## config.mk

```make
export PLATFORM = sky130hd
export DESIGN_NAME = touch_sense_status_slew
export DESIGN_NICKNAME = d
export VERILOG_FILES = /design/src/design/touch_sense_pkg.sv /design/src/design/prescaler_seq_if.sv /design/src/design/prescaler_seq.sv /design/src/design/touch_sense_status_slew.sv
export VERILOG_INCLUDE_DIRS = /design/src /design/src/design
export SDC_FILE = /design/constraint.sdc
export NUM_CORES = 1
export LEC_CHECK = 0
export ABC_AREA = 1
export BUFFER_PORTS_ARGS = -buffer_cell sky130_fd_sc_hd__buf_2
export CORE_MARGIN = 1.5
export CORE_UTILIZATION = 48
export DETAILED_ROUTE_END_ITERATION = 12
export HOLD_SLACK_MARGIN = 0.08
export PLACE_DENSITY_LB_ADDON = 0.1
export SYNTH_ARGS = -nofsm -noshare
export SYNTH_HDL_FRONTEND = slang
export SYNTH_SLANG_ARGS = --single-unit
```

## constraint.sdc

```tcl
create_clock -name CLOCK -period 3.4 [get_ports CLOCK]
set_clock_uncertainty 0.1 [all_clocks]
set_input_delay 0.51 -clock CLOCK [delete_from_list [all_inputs] [get_ports CLOCK]]
set_output_delay 0.51 -clock CLOCK [all_outputs]
set_load 0.005 [all_outputs]
```

## src/design/touch_sense_map.svh

```systemverilog
// Register indices, field positions, reset values, the maximum scale and the sequence seeds of the touch-sense block
`ifndef TOUCH_SENSE_MAP_SVH
`define TOUCH_SENSE_MAP_SVH

// Register indices; the AHB byte address is four times the index
`define EVENT_STATUS_MASK_IDX 8'hA6
`define TIMER_COUNT_IDX       8'hA7
`define SLEW_BOOST_IDX        8'hA8
`define PRESCALER_SEQ_IDX     8'hA9

`define EVENT_STATUS_MASK_RST 8'h00
`define TIMER_COUNT_RST       7'h00
`define SLEW_BOOST_RST        8'h00
`define PRESCALER_SEQ_RST     8'h00

// Status flags 7:4 pair with masks 3:0 in the same order
`define FLAG_MSB 7
`define FLAG_LSB 4
`define MASK_MSB 3
`define MASK_LSB 0
`define TIMER_MSB 6

`define SLEW_LEN_MSB 7
`define SLEW_LEN_LSB 1
`define SLEW_EN_BIT  0

`define ROUTE_BIT    7
`define INVERT_BIT   6
`define LONG_BIT     5
`define SEQ_EN_BIT   4
`define BYPASS_BIT   3
`define RATIO_MSB    2
`define RATIO_LSB    0

`define SCALE_MAX    2'h3
`define SEQ8_SEED    8'h01
`define SEQ12_SEED   12'h001

`endif

```

## src/design/touch_sense_pkg.sv

```systemverilog
// Types shared by the touch-sense block
package touch_sense_pkg;
  typedef logic [7:0] byte_t;
  typedef logic [1:0] scale_t;
  typedef logic [3:0] event_t;
endpackage : touch_sense_pkg

```

## src/design/prescaler_seq_if.sv

```systemverilog
// Control and outputs between the register logic and the prescaler/sequence generator
`timescale 1ns/100ps
`default_nettype none
interface prescaler_seq_if;
  logic       divider_bypass;
  logic [2:0] divider_ratio;
  logic       random_seq_enable;
  logic       random_seq_long_select;
  logic       divided_clock;
  logic       random_out;
  modport ctrl (output divider_bypass, divider_ratio, random_seq_enable,
                random_seq_long_select, input divided_clock, random_out);
  modport gen  (input divider_bypass, divider_ratio, random_seq_enable,
                random_seq_long_select, output divided_clock, random_out);
endinterface : prescaler_seq_if
`default_nettype wire

```

## src/design/prescaler_seq.sv

```systemverilog
// Oscillator prescaler and pseudo-random sequence generator
`timescale 1ns/100ps
`default_nettype none
`include "touch_sense_map.svh"
module prescaler_seq
  import touch_sense_pkg::*;
#(
  parameter int LONG_WIDTH = 12
)(
  input  wire logic      clk,
  input  wire logic      rst_n,
  prescaler_seq_if.gen   seq
);
  // The feedback taps are fixed for the 12-bit polynomial
  if (LONG_WIDTH != 12)
  begin : g_width_check
    $error("prescaler_seq supports only a 12-bit long sequence");
  end

  logic [6:0]            half_cnt_reg;
  logic [6:0]            half_last;
  logic                  divided_reg;
  logic                  tick;
  logic [7:0]            seq8_reg;
  logic [LONG_WIDTH-1:0] seq12_reg;
  logic                  random_reg;

  // Half period is 2^n cycles, so the full period is 2^(n+1)
  assign half_last = 7'((8'h01 << seq.divider_ratio) - 8'h01);
  // Bypass advances the sequence every cycle; the pin copy is then a half-rate toggle
  assign tick = seq.divider_bypass || (half_cnt_reg == half_last && !divided_reg);

  always_ff @(posedge clk or negedge rst_n)
  begin
    if (!rst_n)
    begin
      half_cnt_reg <= 7'h00;
      divided_reg  <= 1'b0;
    end
    else if (seq.divider_bypass || half_cnt_reg >= half_last)
    begin
      half_cnt_reg <= 7'h00;
      divided_reg  <= ~divided_reg;
    end
    else
      half_cnt_reg <= half_cnt_reg + 7'h01;
  end

  // Maximal-length taps: x^8+x^6+x^5+x^4+1 and x^12+x^6+x^4+x+1
  always_ff @(posedge clk or negedge rst_n)
  begin
    if (!rst_n)
    begin
      seq8_reg  <= `SEQ8_SEED;
      seq12_reg <= `SEQ12_SEED;
    end
    else if (tick && seq.random_seq_enable)
    begin
      seq8_reg  <= {seq8_reg[6:0], seq8_reg[7] ^ seq8_reg[5] ^ seq8_reg[4] ^ seq8_reg[3]};
      seq12_reg <= {seq12_reg[10:0],
                    seq12_reg[11] ^ seq12_reg[5] ^ seq12_reg[3] ^ seq12_reg[0]};
    end
  end

  always_ff @(posedge clk or negedge rst_n)
  begin
    if (!rst_n)
      random_reg <= 1'b0;
    else if (!seq.random_seq_enable)
      random_reg <= 1'b0;
    else
      random_reg <= seq.random_seq_long_select ? seq12_reg[11] : seq8_reg[7];
  end

  assign seq.divided_clock = divided_reg;
  assign seq.random_out    = random_reg;
endmodule : prescaler_seq
`default_nettype wire

```

## src/design/touch_sense_status_slew.sv

```systemverilog
// Status/mask, sense timer, fast-slew boost and pin routing with AHB-Lite registers
`timescale 1ns/100ps
`default_nettype none
`include "touch_sense_map.svh"
module touch_sense_status_slew
  import touch_sense_pkg::*;
#(
  parameter int DATA_WIDTH = 32
)(
  input  wire logic        CLOCK,
  input  wire logic        RST_N,
  input  wire logic        HSEL,
  input  wire logic [31:0] HADDR,
  input  wire logic [1:0]  HTRANS,
  input  wire logic        HWRITE,
  input  wire logic [2:0]  HSIZE,
  input  wire logic [31:0] HWDATA,
  input  wire logic        HREADY,
  output logic             HREADYOUT,
  output logic [31:0]      HRDATA,
  output logic             HRESP,
  input  wire logic        SENSE_INPUT,
  input  wire logic        LOW_CARRY,
  input  wire logic        HIGH_CARRY,
  input  wire logic        MEASURE_DONE,
  input  wire logic        RELAX_OSC,
  input  wire logic [1:0]  CURRENT_SCALE,
  input  wire logic        SIGMA_DELTA_SENSE_MODE,
  input  wire logic        SWITCH_CLOCK_SOURCE_SELECT,
  input  wire logic [1:0]  SENSE_CLOCK_DIVIDER_SELECT,
  input  wire logic [1:0]  SENSE_SIGNAL_PIN_SELECT,
  output logic [1:0]       EFFECTIVE_CURRENT_SCALE,
  output logic             SWITCH_CLOCK,
  output logic             SENSE_PIN_OUT,
  output logic [6:0]       TIMER_COUNT,
  output logic             SENSE_IRQ
);
  // Read data and lane decoding are built for one 32-bit word
  if (DATA_WIDTH != 32)
  begin : g_width_check
    $error("touch_sense_status_slew needs 32-bit AHB data");
  end

  logic [1:0]  rst_sync_reg;
  logic        rst_n_int;
  logic [2:0]  in_sync_reg;
  logic        in_level_reg;
  logic [2:0]  osc_sync_reg;
  logic        osc_level_reg;
  logic        input_rise;
  logic        osc_edge;
  event_t      flag_reg;
  event_t      flag_next;
  event_t      mask_reg;
  event_t      events;
  logic [6:0]  timer_reg;
  byte_t       slew_reg;
  byte_t       seq_ctrl_reg;
  logic [6:0]  boost_cnt_reg;
  logic        boost_active;
  logic        irq_reg;
  scale_t      scale_reg;
  logic [2:0]  sense_div_reg;
  logic        sense_clock;
  logic        pin_reg;
  logic        switch_reg;
  logic        wr_pending_reg;
  logic        rd_wait_reg;
  logic        mapped_reg;
  byte_t       idx_reg;
  logic [31:0] rdata_reg;
  logic        addr_phase;
  logic        wr_now;
  logic        status_wr;

  prescaler_seq_if seq ();

  prescaler_seq #(
    .LONG_WIDTH (12)
  ) u_prescaler_seq (
    .clk   (CLOCK),
    .rst_n (rst_n_int),
    .seq   (seq)
  );

  // Release is synchronised so no flop leaves reset on a different edge
  always_ff @(posedge CLOCK or negedge RST_N)
  begin
    if (!RST_N)
      rst_sync_reg <= 2'b00;
    else
      rst_sync_reg <= {rst_sync_reg[0], 1'b1};
  end
  assign rst_n_int = rst_sync_reg[1];

  // Pin inputs: three flops, a change counts once the last two agree
  always_ff @(posedge CLOCK or negedge rst_n_int)
  begin
    if (!rst_n_int)
    begin
      in_sync_reg   <= 3'b000;
      in_level_reg  <= 1'b0;
      osc_sync_reg  <= 3'b000;
      osc_level_reg <= 1'b0;
    end
    else
    begin
      in_sync_reg  <= {in_sync_reg[1:0], SENSE_INPUT};
      osc_sync_reg <= {osc_sync_reg[1:0], RELAX_OSC};
      if (in_sync_reg[2] == in_sync_reg[1])
        in_level_reg <= in_sync_reg[2];
      if (osc_sync_reg[2] == osc_sync_reg[1])
        osc_level_reg <= osc_sync_reg[2];
    end
  end

  assign input_rise = !in_level_reg && in_sync_reg[2] && in_sync_reg[1];
  // Either direction of the oscillator counts, once the filter agrees
  assign osc_edge   = osc_level_reg != osc_sync_reg[2] && osc_sync_reg[2] == osc_sync_reg[1];
  assign events     = {input_rise, LOW_CARRY, HIGH_CARRY, MEASURE_DONE};

  // AHB-Lite slave: writes take no wait, reads take one wait state
  assign addr_phase = HSEL && HTRANS[1] && HREADY;
  assign wr_now     = wr_pending_reg && mapped_reg;
  assign status_wr  = wr_now && idx_reg == `EVENT_STATUS_MASK_IDX;

  always_ff @(posedge CLOCK or negedge rst_n_int)
  begin
    if (!rst_n_int)
    begin
      wr_pending_reg <= 1'b0;
      rd_wait_reg    <= 1'b0;
      mapped_reg     <= 1'b0;
      idx_reg        <= 8'h00;
    end
    else
    begin
      wr_pending_reg <= addr_phase && HWRITE;
      rd_wait_reg    <= addr_phase && !HWRITE;
      if (addr_phase)
      begin
        idx_reg    <= HADDR[9:2];
        mapped_reg <= HADDR[31:10] == 22'h000000 && HADDR[1:0] == 2'b00;
      end
    end
  end

  function automatic byte_t read_mux(input byte_t idx, input logic mapped,
                                     input byte_t stat, input logic [6:0] tmr,
                                     input byte_t slew, input byte_t ctl);
    byte_t v;
    v = 8'h00;
    if (mapped)
    begin
      case (idx)
        `EVENT_STATUS_MASK_IDX: v = stat;
        `TIMER_COUNT_IDX:       v = {1'b0, tmr};
        `SLEW_BOOST_IDX:        v = slew;
        `PRESCALER_SEQ_IDX:     v = ctl;
        default:                v = 8'h00;
      endcase
    end
    return v;
  endfunction : read_mux

  always_ff @(posedge CLOCK or negedge rst_n_int)
  begin
    if (!rst_n_int)
      rdata_reg <= 32'h00000000;
    else if (rd_wait_reg)
      rdata_reg <= {24'h000000, read_mux(idx_reg, mapped_reg, {flag_reg, mask_reg},
                                         timer_reg, slew_reg, seq_ctrl_reg)};
  end

  assign HREADYOUT = !rd_wait_reg;
  assign HRDATA    = rdata_reg;
  assign HRESP     = 1'b0;

  // An event in the clearing write's cycle still sets its flag
  always_comb
  begin
    flag_next = flag_reg;
    if (status_wr)
      flag_next = flag_reg & HWDATA[`FLAG_MSB:`FLAG_LSB];
    flag_next = flag_next | events;
  end

  always_ff @(posedge CLOCK or negedge rst_n_int)
  begin
    if (!rst_n_int)
    begin
      flag_reg <= 4'(`EVENT_STATUS_MASK_RST >> `FLAG_LSB);
      mask_reg <= 4'(`EVENT_STATUS_MASK_RST);
    end
    else
    begin
      flag_reg <= flag_next;
      if (status_wr)
        mask_reg <= HWDATA[`MASK_MSB:`MASK_LSB];
    end
  end

  always_ff @(posedge CLOCK or negedge rst_n_int)
  begin
    if (!rst_n_int)
      irq_reg <= 1'b0;
    else
      irq_reg <= |(flag_reg & mask_reg);
  end
  assign SENSE_IRQ = irq_reg;

  always_ff @(posedge CLOCK or negedge rst_n_int)
  begin
    if (!rst_n_int)
    begin
      timer_reg    <= `TIMER_COUNT_RST;
      slew_reg     <= `SLEW_BOOST_RST;
      seq_ctrl_reg <= `PRESCALER_SEQ_RST;
    end
    else if (wr_now)
    begin
      if (idx_reg == `TIMER_COUNT_IDX)
        timer_reg <= HWDATA[`TIMER_MSB:0];
      if (idx_reg == `SLEW_BOOST_IDX)
        slew_reg <= HWDATA[7:0];
      if (idx_reg == `PRESCALER_SEQ_IDX)
        seq_ctrl_reg <= HWDATA[7:0];
    end
  end
  assign TIMER_COUNT = timer_reg;

  // Fast slew: each oscillator edge reloads; zero length gives no boost
  always_ff @(posedge CLOCK or negedge rst_n_int)
  begin
    if (!rst_n_int)
      boost_cnt_reg <= 7'h00;
    else if (!slew_reg[`SLEW_EN_BIT])
      boost_cnt_reg <= 7'h00;
    else if (osc_edge)
      boost_cnt_reg <= slew_reg[`SLEW_LEN_MSB:`SLEW_LEN_LSB];
    else if (boost_cnt_reg != 7'h00)
      boost_cnt_reg <= boost_cnt_reg - 7'h01;
  end
  assign boost_active = boost_cnt_reg != 7'h00;

  // Only the effective copy is forced; the programmed scale stays readable
  always_ff @(posedge CLOCK or negedge rst_n_int)
  begin
    if (!rst_n_int)
      scale_reg <= 2'h0;
    else if (boost_active)
      scale_reg <= `SCALE_MAX;
    else
      scale_reg <= CURRENT_SCALE;
  end
  assign EFFECTIVE_CURRENT_SCALE = scale_reg;

  assign seq.divider_bypass         = seq_ctrl_reg[`BYPASS_BIT];
  assign seq.divider_ratio          = seq_ctrl_reg[`RATIO_MSB:`RATIO_LSB];
  assign seq.random_seq_enable      = seq_ctrl_reg[`SEQ_EN_BIT];
  assign seq.random_seq_long_select = seq_ctrl_reg[`LONG_BIT];

  // Undivided oscillator cannot leave as data, so select 00 and 01 both give half rate
  always_ff @(posedge CLOCK or negedge rst_n_int)
  begin
    if (!rst_n_int)
      sense_div_reg <= 3'h0;
    else
      sense_div_reg <= sense_div_reg + 3'h1;
  end

  always_comb
  begin
    sense_clock = sense_div_reg[0];
    if (SIGMA_DELTA_SENSE_MODE)
      sense_clock = SWITCH_CLOCK_SOURCE_SELECT ? seq.random_out : seq.divided_clock;
    else if (SENSE_CLOCK_DIVIDER_SELECT == 2'h2)
      sense_clock = sense_div_reg[1];
    else if (SENSE_CLOCK_DIVIDER_SELECT == 2'h3)
      sense_clock = sense_div_reg[2];
  end

  always_ff @(posedge CLOCK or negedge rst_n_int)
  begin
    if (!rst_n_int)
    begin
      pin_reg    <= 1'b0;
      switch_reg <= 1'b0;
    end
    else
    begin
      switch_reg <= SWITCH_CLOCK_SOURCE_SELECT ? seq.random_out : seq.divided_clock;
      if (seq_ctrl_reg[`ROUTE_BIT])
        pin_reg <= sense_clock ^ seq_ctrl_reg[`INVERT_BIT];
      else
      begin
        case (SENSE_SIGNAL_PIN_SELECT)
          2'h0:    pin_reg <= in_level_reg;
          2'h1:    pin_reg <= irq_reg;
          2'h2:    pin_reg <= LOW_CARRY;
          default: pin_reg <= HIGH_CARRY;
        endcase
      end
    end
  end
  assign SWITCH_CLOCK  = switch_reg;
  assign SENSE_PIN_OUT = pin_reg;
endmodule : touch_sense_status_slew
`default_nettype wire

```

==> results.sh <==
export IMPL_status="complete, no violations"
export IMPL_ys_flop_type="dfrtp_1"
export IMPL_synthCells=624
export IMPL_die_y_um=108.1
export IMPL_drive_gt1_frac=0.1887
export IMPL_seq_area_frac_synth=0.4916
export IMPL_clk_path_buf_depth=2
export IMPL_cts_resized=0
export IMPL_dieWidth_um=108.1
export IMPL_rows=38
export IMPL_clock_latency_ps=380
export IMPL_antenna_found_initial=0
export IMPL_dieArea_um2=11680
export IMPL_cp_start_kind="register"
export IMPL_drc_errors=0
export IMPL_slowest_stage="dfrtp_1"
export IMPL_post_route_period_util=0.8396
export IMPL_peakVddDrop_v=0.0002935
export IMPL_grt_usage=0.1992
export IMPL_slowest_delay_ps=450
export IMPL_crit_top_cell="nand2_1"
export IMPL_cts_sinks=104
export IMPL_maxCapViolCount=0
export IMPL_antenna_left=0
export IMPL_maxSlewHeadroom=0.4426
export IMPL_final_nets=803
export IMPL_crit_required_ps=3590
export IMPL_synth_edff_count=0
export IMPL_grt_max_degree=66
export IMPL_path_clk_slew_ps=110
export IMPL_syn_cell_area_um2=5299
export IMPL_via_count=4088
export IMPL_fin_tns_setup_ps=0
export IMPL_rsz0062_at_grt="false"
export IMPL_layout_area_overhead_vs_synth_pct=11.10
export IMPL_finalHoldViolCount=0
export IMPL_via_per_inst=4.809
export IMPL_synth_area_per_cell_um2=8.492
export IMPL_start_util=0.4910
export IMPL_drt_total_wl_um=10600
export IMPL_tightest_slew_ps=836.1
export IMPL_yosys_warnings=0
export IMPL_fillCellCount=1033
export IMPL_core_area_um2=10790
export IMPL_cts_buffers=9
export IMPL_end_kind="register"
export IMPL_holdWs_ps=132.2
export IMPL_max_freq_mhz=350.3
export IMPL_wl_per_cell_um=12.48
export IMPL_first_iter_violations=200
export IMPL_power_density_nw_per_um2=410.8
export IMPL_hp_class="in -> reg"
export IMPL_report_final_slew_viol_count=0
export IMPL_largest_reg_flops=12
export IMPL_yosys_register_bits=104
export IMPL_cts_root_buf="clkbuf_8"
export IMPL_ios=133
export IMPL_yosys_cell_types_count=40
export IMPL_crit_fanout=17
export IMPL_post_cts_buffers=0
export IMPL_critical_path_class="reg -> reg"
export IMPL_cp_arrival_ps=3040
export IMPL_first_pass_iters=4
export IMPL_leakage_nw=3.213
export IMPL_final_cell_mix="nand2_1, dfrtp_1, buf_2"
export IMPL_layout_min_cycle_time_ps=2855
export IMPL_grt_remaining_overflow=0
export IMPL_diodes=0
export IMPL_synthArstFlopShare=1.000
export IMPL_gp_congestion=0.8328
export IMPL_portBuffers=79
export IMPL_place_hpwl_um=7799
export IMPL_cts_tree="done"
export IMPL_final_common_cell="nand2_1"
export IMPL_crit_chain="inv_1 > nand3_1 > ha_1 > o21ai_0 > a21oi_1 > xor2_1 > ha_1 > nand2_1 > nor2_2 > nand4_1 > nand2_1 > nand2_2 > clkinv_2 > nand2_1 > nand2_1"
export IMPL_finalSetupViolations=0
export IMPL_cts_max_level=3
export IMPL_grt_pass1_vias=3932
export IMPL_grt_first_pass_wirelength_um=17970
==> cell type report <==
cell class | instances | area, um^2 | area share
flip-flops and latches | 104 | 2609 | 0.4431
repair buffers | 84 | 435.4 | 0.07396
clock buffers | 9 | 123.9 | 0.02104
clock inverters | 7 | 96.34 | 0.01637
well taps | 140 | 175.2 | 0.02976
inverters | 66 | 249.0 | 0.04230
multi-input cells | 440 | 2198 | 0.3734
==> Yosys cell counts, types with 4 or more instances <==
| library cell | n | area [um^2] |
|---|---|---|
| o21a_1 | 4 | 30.03 |
| buf_6 | 4 | 45.04 |
| a21oi_1 | 7 | 35.03 |
| dfrtp_1 | 102 | 2552 |
| nand2_1 | 199 | 747.0 |
| o21ai_0 | 32 | 160.2 |
| xor2_1 | 10 | 87.58 |
| o21ai_1 | 13 | 65.06 |
| xnor2_1 | 6 | 52.55 |
| inv_1 | 62 | 232.7 |
| nand2_2 | 9 | 56.30 |
| nand3_1 | 45 | 225.2 |
| buf_4 | 25 | 187.7 |
| nor2_4 | 4 | 45.04 |
| o21ai_2 | 4 | 35.03 |
| nor2_1 | 38 | 142.6 |
| ha_1 | 11 | 137.6 |
| nand4_1 | 10 | 62.56 |
==> critical path, delay by kind of cell (launching register included) <==
family | cells | cell delay (ps)
and+or+nand+nor | 8 | 820
xor gates and xnor gates | 1 | 160
AOI/OAI and AO/OA | 2 | 230
buffers and inverters | 2 | 480
DFF | 1 | 450
adders and majority gates | 2 | 520
==> worst paths after layout <==
check | start | cells after the start | slack [ps] | endpoint
worst max-delay path | seq_ctrl_reg[2] | 15 | 550 | u_prescaler_seq.seq12_reg[3]
max in group asynchronous | rst_sync_reg[1] | 1 | 2070 | boost_cnt_reg[2]
worst max register to register | seq_ctrl_reg[2] | 15 | 550 | u_prescaler_seq.seq12_reg[3]
worst min-delay path | RELAX_OSC | 1 | 130 | osc_sync_reg[0]
worst min register to register | in_sync_reg[0] | 0 | 260 | in_sync_reg[1]
min in group asynchronous | rst_sync_reg[1] | 0 | 340 | SWITCH_CLOCK
==> per-stage QoR <==
step / setup WS (ps) / cells / area [um^2] / power, W / util
finish: 545.5 / 850 / 5887 / 0.002418 / 0.5454
global route: 220.3 / 850 / 5887 / 0.002542 / 0.5454
CTS: 525.3 / 850 / 5887 / 0.002445 / 0.5454
detailed placement: 542.4 / 833 / 5657 / 0.001596 / 0.5241
global placement: 631.5 / 833 / 5657 / 0.001588 / 0.5241
floorplan: 191.9 / 648 / 5389 / 0.001540 / -
==> where the power goes <==
group,internal (W),switching (W),leakage [nW]
logic,0.0000874,0.000158,1.88
clock network,0.000416,0.000433,0.113
registers,0.00128,0.0000420,1.22
==> kinds of logic (layout without fill, tap and decap cells) <==
| kind of cell | count (synthesis) | after routing | synth area share |
|---|---|---|---|
| other cells | 2 | 26 | 0.001417 |
| xor+xnor | 16 | 16 | 0.02645 |
| fa+ha+maj | 11 | 11 | 0.02597 |
| simple gates | 320 | 320 | 0.2730 |
| buf+inv | 104 | 166 | 0.1105 |
| compound gates | 67 | 67 | 0.07107 |
| flops | 104 | 104 | 0.4916 |
==> layer usage <==
metal	routed length, um	GRT usage	vias to the layer above
li1	-	-	2078
met1	4962	0.2649	1910
met2	5006	0.3201	81
met3	399	0.03617	19
met4	235	0.08647	0
met5	0	0	-
==> what timing repair did <==
item / CTS / global route
hold endpoints to repair: 2 / 0
endpoints found under the setup margin: 0 / 0
hold buffers: 1 / 0
No activity file was read; power rests on OpenSTA's default activity.
